[src/shared/laser_status_pkg.sv]
// Register map, field layout, reset values and carrier types of the laser status block.
// Assumes one 100 MHz clock and a register port driven by the serial command decoder.
package laser_status_pkg;

   // ************************************************************
   // Register addresses
   // ************************************************************
   localparam logic [7:0] ADDR_FATAL_STATUS = 8'h20; // Fatal status word
   localparam logic [7:0] ADDR_WARNING_STATUS = 8'h21; // Warning status word
   localparam logic [7:0] ADDR_LAST_FREQ_THZ = 8'h54; // Last frequency, THz part
   localparam logic [7:0] ADDR_LAST_FREQ_GHZ = 8'h55; // Last frequency, GHz part
   localparam logic [7:0] ADDR_MIN_GRID = 8'h56; // Minimum grid spacing

   // ************************************************************
   // Field positions inside a status word
   // ************************************************************
   localparam int BIT_SRQ = 15; // Service request line flag
   localparam int BIT_ALM = 14; // Alarm line flag
   localparam int BIT_FATAL = 13; // Fatal line flag
   localparam int BIT_DIS = 12; // Hardware output-off flag
   localparam int LIVE_FAULT_LSB = 8; // Live vendor/freq/thermal/power at 11:8
   localparam int BIT_RUN_FAULT = 7; // Execution error, held
   localparam int BIT_LINK_FAULT = 6; // Communication error, held
   localparam int BIT_RESTART = 5; // Module restart, held
   localparam int BIT_LINK_RESET = 4; // Communication reset, held

   // ************************************************************
   // Reset values and constants
   // ************************************************************
   localparam logic [7:0] HELD_RESET = 8'h30; // Restart and link reset set by definition
   localparam logic [15:0] LAST_FREQ_THZ_VAL = 16'h00C4; // Plain default, product specific
   localparam logic [15:0] LAST_FREQ_GHZ_VAL = 16'h0000; // Plain default, product specific
   localparam logic [15:0] MIN_GRID_VAL = 16'h0019; // Plain default, product specific
   localparam logic [15:0] UNMAPPED_VAL = 16'h0000; // Answer for unknown address

   // ************************************************************
   // Carrier types
   // ************************************************************
   typedef struct packed {
      logic vendor; // Vendor specific fault
      logic freq; // Frequency deviation over limit
      logic thermal; // Thermal deviation over limit
      logic power; // Power deviation over limit
   } fault_t;

   typedef struct packed {
      logic runFault; // Execution error pulse
      logic linkFault; // Communication error pulse
      logic restart; // Firmware restart or software reset pulse
      logic linkReset; // Communication reset pulse
   } event_t;

   typedef struct packed {
      logic rd; // Read strobe
      logic wr; // Write strobe
      logic [7:0] addr; // Register number
      logic [15:0] wdata; // Write data
   } reg_req_t;

endpackage

[src/rtl/laser_status_flags.sv]
// Fatal and warning status registers plus read-only capability words of a tunable laser.
// Assumes the serial decoder presents one-cycle read/write strobes and that the line,
// fault and event inputs come from logic on the same clock; only the disable pin is async.
`timescale 1ns/10ps

// Contract
// - Two status words at 0x20 and 0x21
// - Upper byte live, writes ignored silently
// - Lower byte held, 0x00FF write clears
// - Bit 15 shows service request line
// - Bit 14 shows alarm line
// - Bit 13 shows fatal line
// - Bit 12 high while disable pin low
// - Disable pin clears software enable
// - Disable change may raise service request
// - Bit 11 vendor fault, per register
// - Bit 10 frequency deviation, per register
// - Bits 3:0 latch bits 11:8
// - Event bits 7:4 held only
// - Bit 9 thermal deviation, per register
// - Bit 8 power deviation, per register
// - Restart bit set on any restart
// - Writing one clears that held bit
module laser_status_flags (
   input wire logic clk,
   input wire logic nrst,
   input wire laser_status_pkg::reg_req_t regReq,
   output logic [15:0] regRdata,
   output logic regAck,
   input wire logic srqLineN,
   input wire logic almLineN,
   input wire logic fatalLineN,
   input wire logic outputOffPinN,
   input wire logic srqDisMask,
   input wire laser_status_pkg::fault_t fatalNow,
   input wire laser_status_pkg::fault_t warnNow,
   input wire laser_status_pkg::event_t events,
   input wire logic swEnableSet,
   output logic swOutputEnable,
   output logic offChangeReq
);

   // ************************************************************
   // Disable pin synchroniser
   // ************************************************************
   logic offPinLevel; // Filtered pin, high means output allowed
   logic offPinPrev_ff; // Last filtered value for change detect
   logic disFlag; // High while output is hardware disabled

   pin_sync #(.RESET_LEVEL(1'b1)) u_off_sync (
      .clk(clk),
      .nrst(nrst),
      .pinIn(outputOffPinN),
      .pinOut(offPinLevel)
   );

   assign disFlag = ~offPinLevel;

   // Remember the previous pin level
   always_ff @(posedge clk or negedge nrst) begin
      if (!nrst) begin
         offPinPrev_ff <= 1'b1;
      end else begin
         offPinPrev_ff <= offPinLevel;
      end
   end

   // Change pulse toward the service request logic, gated by its mask bit
   assign offChangeReq = (offPinLevel != offPinPrev_ff) && srqDisMask;

   // ************************************************************
   // Software output enable
   // ************************************************************
   // Pin low wins over a set; output stays off after release until set again
   always_ff @(posedge clk or negedge nrst) begin
      if (!nrst) begin
         swOutputEnable <= 1'b0;
      end else if (disFlag) begin
         swOutputEnable <= 1'b0;
      end else if (swEnableSet) begin
         swOutputEnable <= 1'b1;
      end
   end

   // ************************************************************
   // Live upper bytes
   // ************************************************************
   logic [3:0] lineBits; // Shared srq/alm/fatal/dis flags
   logic [7:0] fatalLive; // Upper byte of fatal word
   logic [7:0] warnLive; // Upper byte of warning word

   // Active-low lines read as one while asserted
   assign lineBits = {~srqLineN, ~almLineN, ~fatalLineN, disFlag};
   assign fatalLive = {lineBits, fatalNow};
   assign warnLive = {lineBits, warnNow};

   // ************************************************************
   // Held lower bytes
   // ************************************************************
   logic [7:0] fatalHeld_ff; // Lower byte of fatal word
   logic [7:0] warnHeld_ff; // Lower byte of warning word
   logic [7:0] nxt_fatalHeld; // Next fatal held byte
   logic [7:0] nxt_warnHeld; // Next warning held byte
   logic [3:0] eventBits; // Event sources for bits 7:4

   assign eventBits = events;

   // Write-one-to-clear mask for one status address; only the low byte counts
   function automatic logic [7:0] clr_mask(input laser_status_pkg::reg_req_t req, input logic [7:0] addr);
      clr_mask = (req.wr && req.addr == addr) ? req.wdata[7:0] : 8'h00;
   endfunction

   // Set terms are ORed after the clear so an event in the clear cycle survives
   always_comb begin
      nxt_fatalHeld = (fatalHeld_ff & ~clr_mask(regReq, laser_status_pkg::ADDR_FATAL_STATUS))
                      | {eventBits, fatalNow};
      nxt_warnHeld = (warnHeld_ff & ~clr_mask(regReq, laser_status_pkg::ADDR_WARNING_STATUS))
                     | {eventBits, warnNow};
   end

   // Restart and link reset come up set by definition
   always_ff @(posedge clk or negedge nrst) begin
      if (!nrst) begin
         fatalHeld_ff <= laser_status_pkg::HELD_RESET;
         warnHeld_ff <= laser_status_pkg::HELD_RESET;
      end else begin
         fatalHeld_ff <= nxt_fatalHeld;
         warnHeld_ff <= nxt_warnHeld;
      end
   end

   // ************************************************************
   // Read port
   // ************************************************************
   logic [15:0] nxt_rdata; // Selected read word
   logic [15:0] rdata_ff; // Registered read data
   logic ack_ff; // Answer strobe

   // Decode the address; writes to live bits and constants change nothing
   always_comb begin
      unique case (regReq.addr)
         laser_status_pkg::ADDR_FATAL_STATUS: nxt_rdata = {fatalLive, fatalHeld_ff};
         laser_status_pkg::ADDR_WARNING_STATUS: nxt_rdata = {warnLive, warnHeld_ff};
         laser_status_pkg::ADDR_LAST_FREQ_THZ: nxt_rdata = laser_status_pkg::LAST_FREQ_THZ_VAL;
         laser_status_pkg::ADDR_LAST_FREQ_GHZ: nxt_rdata = laser_status_pkg::LAST_FREQ_GHZ_VAL;
         laser_status_pkg::ADDR_MIN_GRID: nxt_rdata = laser_status_pkg::MIN_GRID_VAL;
         default: nxt_rdata = laser_status_pkg::UNMAPPED_VAL;
      endcase
   end

   // Every strobe is answered one cycle later; data held until next read
   always_ff @(posedge clk or negedge nrst) begin
      if (!nrst) begin
         rdata_ff <= 16'h0000;
         ack_ff <= 1'b0;
      end else begin
         ack_ff <= regReq.rd | regReq.wr;
         if (regReq.rd) begin
            rdata_ff <= nxt_rdata;
         end
      end
   end

   assign regRdata = rdata_ff;
   assign regAck = ack_ff;
endmodule

[src/rtl/pin_sync.sv]
// Three-stage synchroniser with agreement filter for one asynchronous pin.
// Assumes the pin is quiet long enough to be sampled on two successive edges.
`timescale 1ns/10ps
module pin_sync #(
   parameter logic RESET_LEVEL = 1'b1
) (
   input wire logic clk,
   input wire logic nrst,
   input wire logic pinIn,
   output logic pinOut
);

   // ************************************************************
   // Synchroniser chain
   // ************************************************************
   logic s1_ff; // First stage, read only by second
   logic s2_ff; // Second stage
   logic s3_ff; // Third stage
   logic level_ff; // Filtered level

   // Shift the pin through three flops
   always_ff @(posedge clk or negedge nrst) begin
      if (!nrst) begin
         s1_ff <= RESET_LEVEL;
         s2_ff <= RESET_LEVEL;
         s3_ff <= RESET_LEVEL;
      end else begin
         s1_ff <= pinIn;
         s2_ff <= s1_ff;
         s3_ff <= s2_ff;
      end
   end

   // Accept a change only once two stages agree, so one metastable sample cannot pass
   always_ff @(posedge clk or negedge nrst) begin
      if (!nrst) begin
         level_ff <= RESET_LEVEL;
      end else if (s2_ff == s3_ff) begin
         level_ff <= s3_ff;
      end
   end

   assign pinOut = level_ff;

endmodule

[config.mk]
export PLATFORM = sky130hd
export DESIGN_NAME = laser_status_flags
export DESIGN_NICKNAME = d
export VERILOG_FILES = /design/src/shared/laser_status_pkg.sv /design/src/rtl/laser_status_flags.sv /design/src/rtl/pin_sync.sv
export SDC_FILE = /design/constraint.sdc
export NUM_CORES = 1
export LEC_CHECK = 0
export BUFFER_PORTS_ARGS = -buffer_cell sky130_fd_sc_hd__buf_2
export CAP_MARGIN = 20
export CORE_AREA = 2 2 70 66
export CTS_CLUSTER_SIZE = 30
export DETAILED_ROUTE_END_ITERATION = 8
export DIE_AREA = 0 0 72 68
export PLACE_DENSITY = 0.84
export SLEW_MARGIN = 15
export SYNTH_ARGS = -nofsm -noshare
export SYNTH_HDL_FRONTEND = slang
export SYNTH_HIERARCHICAL = 1
export SYNTH_SLANG_ARGS = --single-unit
[constraint.sdc]
create_clock -name clk -period 1 [get_ports clk]
set_input_delay 0.05 -clock clk [delete_from_list [all_inputs] [get_ports clk]]
set_output_delay 0.05 -clock clk [all_outputs]
set_load 0.005 [all_outputs]
-- Word-level counts from Yosys, hierarchy flattened
Cells that the tools add are included.
- multipliers: 0
- reductions and logical operators: 3
- bitwise gates (word level): 11
- eq/ne operators: 7
- multiplexer cells: 5
- div/mod/pow operators: 0
- magnitude comparators: 0
- shifts and indexed selects: 0
- $add $sub $neg: 0
- operator list (kind ; count):
    $pmux 16 s4 ; 1
    $and 8x8->8 ; 2
    $eq 8x6->1 const B ; 2
    $eq 8x7->1 const B ; 2
    $mux 8 ; 2
    $not 8->8 ; 2
    $or 8x8->8 ; 2
    $not 1->1 ; 4
    $logic_and 1x1->1 ; 3
    $mux 1 ; 2
    $ne 2x2->1 const B ; 1
    $eq 1x1->1 ; 1
    $ne 1x1->1 ; 1
    $or 1x1->1 ; 1
- bits in writable memories: 0
- word-level logic and storage cells: 36
- latch bits: 0
- memories kept: 0
- register bits after elaboration: 39
- ROM bits: 0

-- Longest topological paths before layout
- word-level depth: 6
- depth in mapped cells: 5

-- Cells and area by module
The synthesis kept the hierarchy.
- by module, submodules not included (module ; area each (µm²) ; instances ; sequential area each (µm²) ; cells each):
    laser_status_flags ; 1652.8 ; 1 ; 882.1 ; 161
    pin_sync ; 116.4 ; 1 ; 105.1 ; 5

-- Worst setup path before layout
No wires, ideal clock.
- path type: input port to flip-flop
- start: input port regReq[16] in the netlist's numbering
- end: register rdata_ff[0] (netlist: regRdata[0])
- data arrival time: 1.224 ns
- setup slack: -0.289 ns
- buffers on the path: 1
- library setup time: 0.065 ns
- stages on the path: 4
- cell sequence: buf_6 -> or4b_4 -> o41ai_4 -> o22a_1
- longest elaborated chain between the ends: 2
- ends and longest elaborated chain (what ; RTL line ; text):
    start, declared ; laser_status_flags.sv:27 ; input wire laser_status_pkg::reg_req_t regReq,
    $eq 8x7->1 / $eq 8x6->1 (equally long branches) ; laser_status_flags.sv:141 ; unique case (regReq.addr)
    $pmux 16 s4 * ; laser_status_flags.sv:141 ;
    end signal, assigned ; laser_status_flags.sv:159 ; rdata_ff <= nxt_rdata;
    end, declared ; laser_status_flags.sv:136 ; logic [15:0] rdata_ff;
Every way passes the cells marked *; elsewhere a longest branch is shown, timed or not.
A chain may end at the register's enable or synchronous reset.

-- Worst setup path after layout
- start: register u_off_sync.level_ff (netlist: u_off_sync/pinOut)
- end: output port offChangeReq
- longest elaborated chain between the ends: 2
- ends and longest elaborated chain (what ; RTL line ; text):
    start, declared ; pin_sync.sv:19 ; logic level_ff;
    start signal, assigned ; pin_sync.sv:37 ; level_ff <= RESET_LEVEL;
    start signal, assigned ; pin_sync.sv:39 ; level_ff <= s3_ff;
    $ne 1x1->1 ; laser_status_flags.sv:69 ; assign offChangeReq = (offPinLevel != offPinPrev_ff) && srqDisMask;
    $logic_and 1x1->1 ; laser_status_flags.sv:69 ;
    end, declared ; laser_status_flags.sv:40 ; output logic offChangeReq
No other way between the ends.

==> impl_results.md <==
* Core area at 4230 um2
* Clk slew on worst S/H paths at 0.07 ns
* RSZ-0062 raised after global routing: true
* Startpoint type of the worst setup path: flip-flop
* Tmin final at 1.23 ns
* Global route overflow at 0
* Sink Count at 39
* Mean Syn Cell Area at 10.7 um2
* Most frequent cells in the layout: buf_2, dfrtp_1, nor2_1
* Post-synth ARST share at 100%
* Filler Cell Count at 340
* Seq/Total Area, Yosys at 55.8%
* CP bufs+invs at 1
* Die width at 72 um
* Max frequency at 0.816 GHz
* Initial core utilization at 41.8%
* Post-synth EDFFs at 0
* Netlist Area Pre-Place at 1770 um2
* CP Cell Sequence: xor2_1 > and2_1 > buf_2
* First-pass DRT Iterations at 4
* DRT Wirelength at 4.25 mm
* Pleak at 0.00116 uW
* Non-Filler Instances at 291
* FF/Latch Area at 987 um2
* Final slew viol count at 0
* # IOs at 65
* Die span in y at 68 um
* R2R Setup Slk at -0.07 ns
* Hold depth at 3
* Commonest non-fill, non-tap cell in the layout: buf_2
* # setup viols final at 21
* Die area at 4900 um2
* Hold endpoint: warnHeld_ff[1]
* Failing checks: negative setup slack
* HPWL Detailed at 3.00 mm
* P&R area growth vs syn at 44.7%
* Power Dens Cells at 1210 nW/um2
* Row cnt at 23
* Layout cells sized above 1 at 54.8%
* R2r worst-path depth at 3
* Clk_lat worst skew at 0.29 ns
* PortBufs at 56
* Longest Clk Path Bufs at 2
* DR vias at 1507
* Post-DRT Antenna Nets at 0
* Setup WS post-layout at -0.225 ns
* Worst slew pin tran at 0.429 ns
* Vias per cell at 5.18
* Crit path max fanout at 2
* Htree depth at 2
* Peak supply drop at 0.584 mV
* Main synth FF type: dfrtp_1
* CTS tree: yes
* R2R Path Start: warnHeld_ff[4]
* Status: finished, violations left
* Required @ worst endpoint at 0.95 ns
* Arrival @ worst endpoint at 1.18 ns
* Slowest cell on the critical path: dfstp_2
* Slew HR at 70.6%
* Power, Total at 3090 uW
* Multi-input logic area at 888 um2
* Worst Hold Class: primary input to flip-flop
* Worst Hold Launch: warnNow[1]
* Diodes inserted at 0
* CP endpoint kind: output pin
* Final Wtd Congestion at 0.784
* Placed Cells at 277
* CP Class: flip-flop to output pin
* Post-DR wirelength/cell at 14.6 um
* Final nets at 286
* Skew final at 0.00302 ns
* Max-cap check violation count at 0
* First-pass GRT wire length at 6.53 mm
* Clock Tree Root: clkbuf_8
* Initial antenna violation count at 0
* Setup TNS at -0.741 ns
* Total Routing Usage GR at 17.8%
* Max stage delay on crit path at 0.54 ns
* Largest net degree at the start of global routing at 18
* Hold_ws at 0.0280 ns
* Yosys Warn Count at 6
* CTS Buf Count at 5
* Worst slack, placed at -0.376 ns
* Post-Syn Nets at 212
* Flops & latches, synth at 39
* Yosys cell types at 26
* Top delay family on crit path: flip-flops
* Final Cycle Share at 123%
* Final Hold Viols at 0
* Vias in the first global route at 1432
* RR Endpoint: regRdata[4]
* Syn Inst Count at 166
* DR iter-0 viols at 77
* Drt drc at 0
## power breakdown
part	internal (uW)	switching, uW	leakage [uW]	total, uW
Sequential	1630	22.5	0.000437	1650
Combinational	213	218	0.000683	431
Clock	489	515	0.0000422	1000
## cell type report
type | instances | area share [%]
Timing Repair Buffer | 76 | 19.9
Multi-Input combinational cell | 110 | 34.7
Sequential cell | 39 | 38.6
Clock inverter | 1 | 0.196
Inverter | 8 | 1.17
Clock buffer | 7 | 2.98
Tap cell | 50 | 2.44
## tightest hold or removal path, stage by stage
cell and delay, ns:
buf_2 0.10, nor2_1 0.04, a21oi_2 0.09
## logic make-up after synthesis
family / synth area share [%]
AND/OR/NAND/NOR: 16.1
flip-flops: 55.8
AO/OA/AOI/OAI: 13.2
buffers and inverters: 4.10
multiplexers: 9.76
XOR/XNOR: 0.495
adder cells (fa/ha/maj): 0.636
## cells in the mapped netlist (all sizes together), types with 2 or more instances
| cell type | instances | area, um2 |
|---|---|---|
| a21oi | 16 | 80.1 |
| buf | 4 | 23.8 |
| clkbuf | 5 | 18.8 |
| dfrtp | 30 | 751 |
| dfstp | 9 | 236 |
| inv | 8 | 30.0 |
| mux2 | 10 | 113 |
| mux2i | 6 | 60.1 |
| nand2 | 15 | 56.3 |
| nor2 | 28 | 105 |
| nor3 | 12 | 70.1 |
| o22a | 6 | 52.6 |
| o22ai | 6 | 37.5 |
| o41ai | 2 | 55.1 |
| or2 | 2 | 12.5 |
## worst max path at each step
stage                 startpoint      endpoint  slack (ns)  cells after the start
2_1_floorplan         regReq[16]   regRdata[0]       -0.25                      4
3_3_place_gp          regReq[19]   regRdata[0]       -0.34                      4
3_5_place_dp          regReq[19]   regRdata[4]       -0.38                      4
4_1_cts        u_off_sync/pinOut  offChangeReq       -0.24                      3
5_1_grt        u_off_sync/pinOut  offChangeReq       -0.26                      3
6_report       u_off_sync/pinOut  offChangeReq       -0.23                      3
## layer usage
| layer | part of all wire, % | GRT usage (%) | vias to the layer above |
|---|---|---|---|
| met1 | 43 | 22.7 | 729 |
| met5 | 0 | 0 | - |
| met2 | 50 | 29.1 | 53 |
| li1 | - | - | 718 |
| met4 | 1.5 | 7.08 | 0 |
| met3 | 5.9 | 5.01 | 7 |
## flip-flops by register name, summed over array words and instances, names as in the netlist
name	count
regRdata	16
u_off_sync/pinOut	1
swOutputEnable	1
u_off_sync/s2_ff	1
u_off_sync/s1_ff	1
offPinPrev_ff	1
u_off_sync/s3_ff	1
warnHeld_ff	8
regAck	1
fatalHeld_ff	8
## metrics by stage
step | instance area [um2] | utilization (%)
floorplan | 1830 | -
global placement | 2240 | 53.0
detailed placement | 2240 | 53.0
CTS | 2430 | 57.5
global route | 2560 | 60.5
finish | 2560 | 60.5
## what timing repair did
| item | CTS | global route |
|---|---|---|
| resized for setup | 11 | 29 |
| endpoints found under the hold margin | 34 | 0 |
| cloned | 0 | 0 |
| setup buffers | 1 | 0 |
| pin swaps | 5 | 9 |
| hold buffers | 5 | 0 |
| endpoints found under the setup margin | 19 | 30 |
No activity file was read; power rests on OpenSTA's default activity.
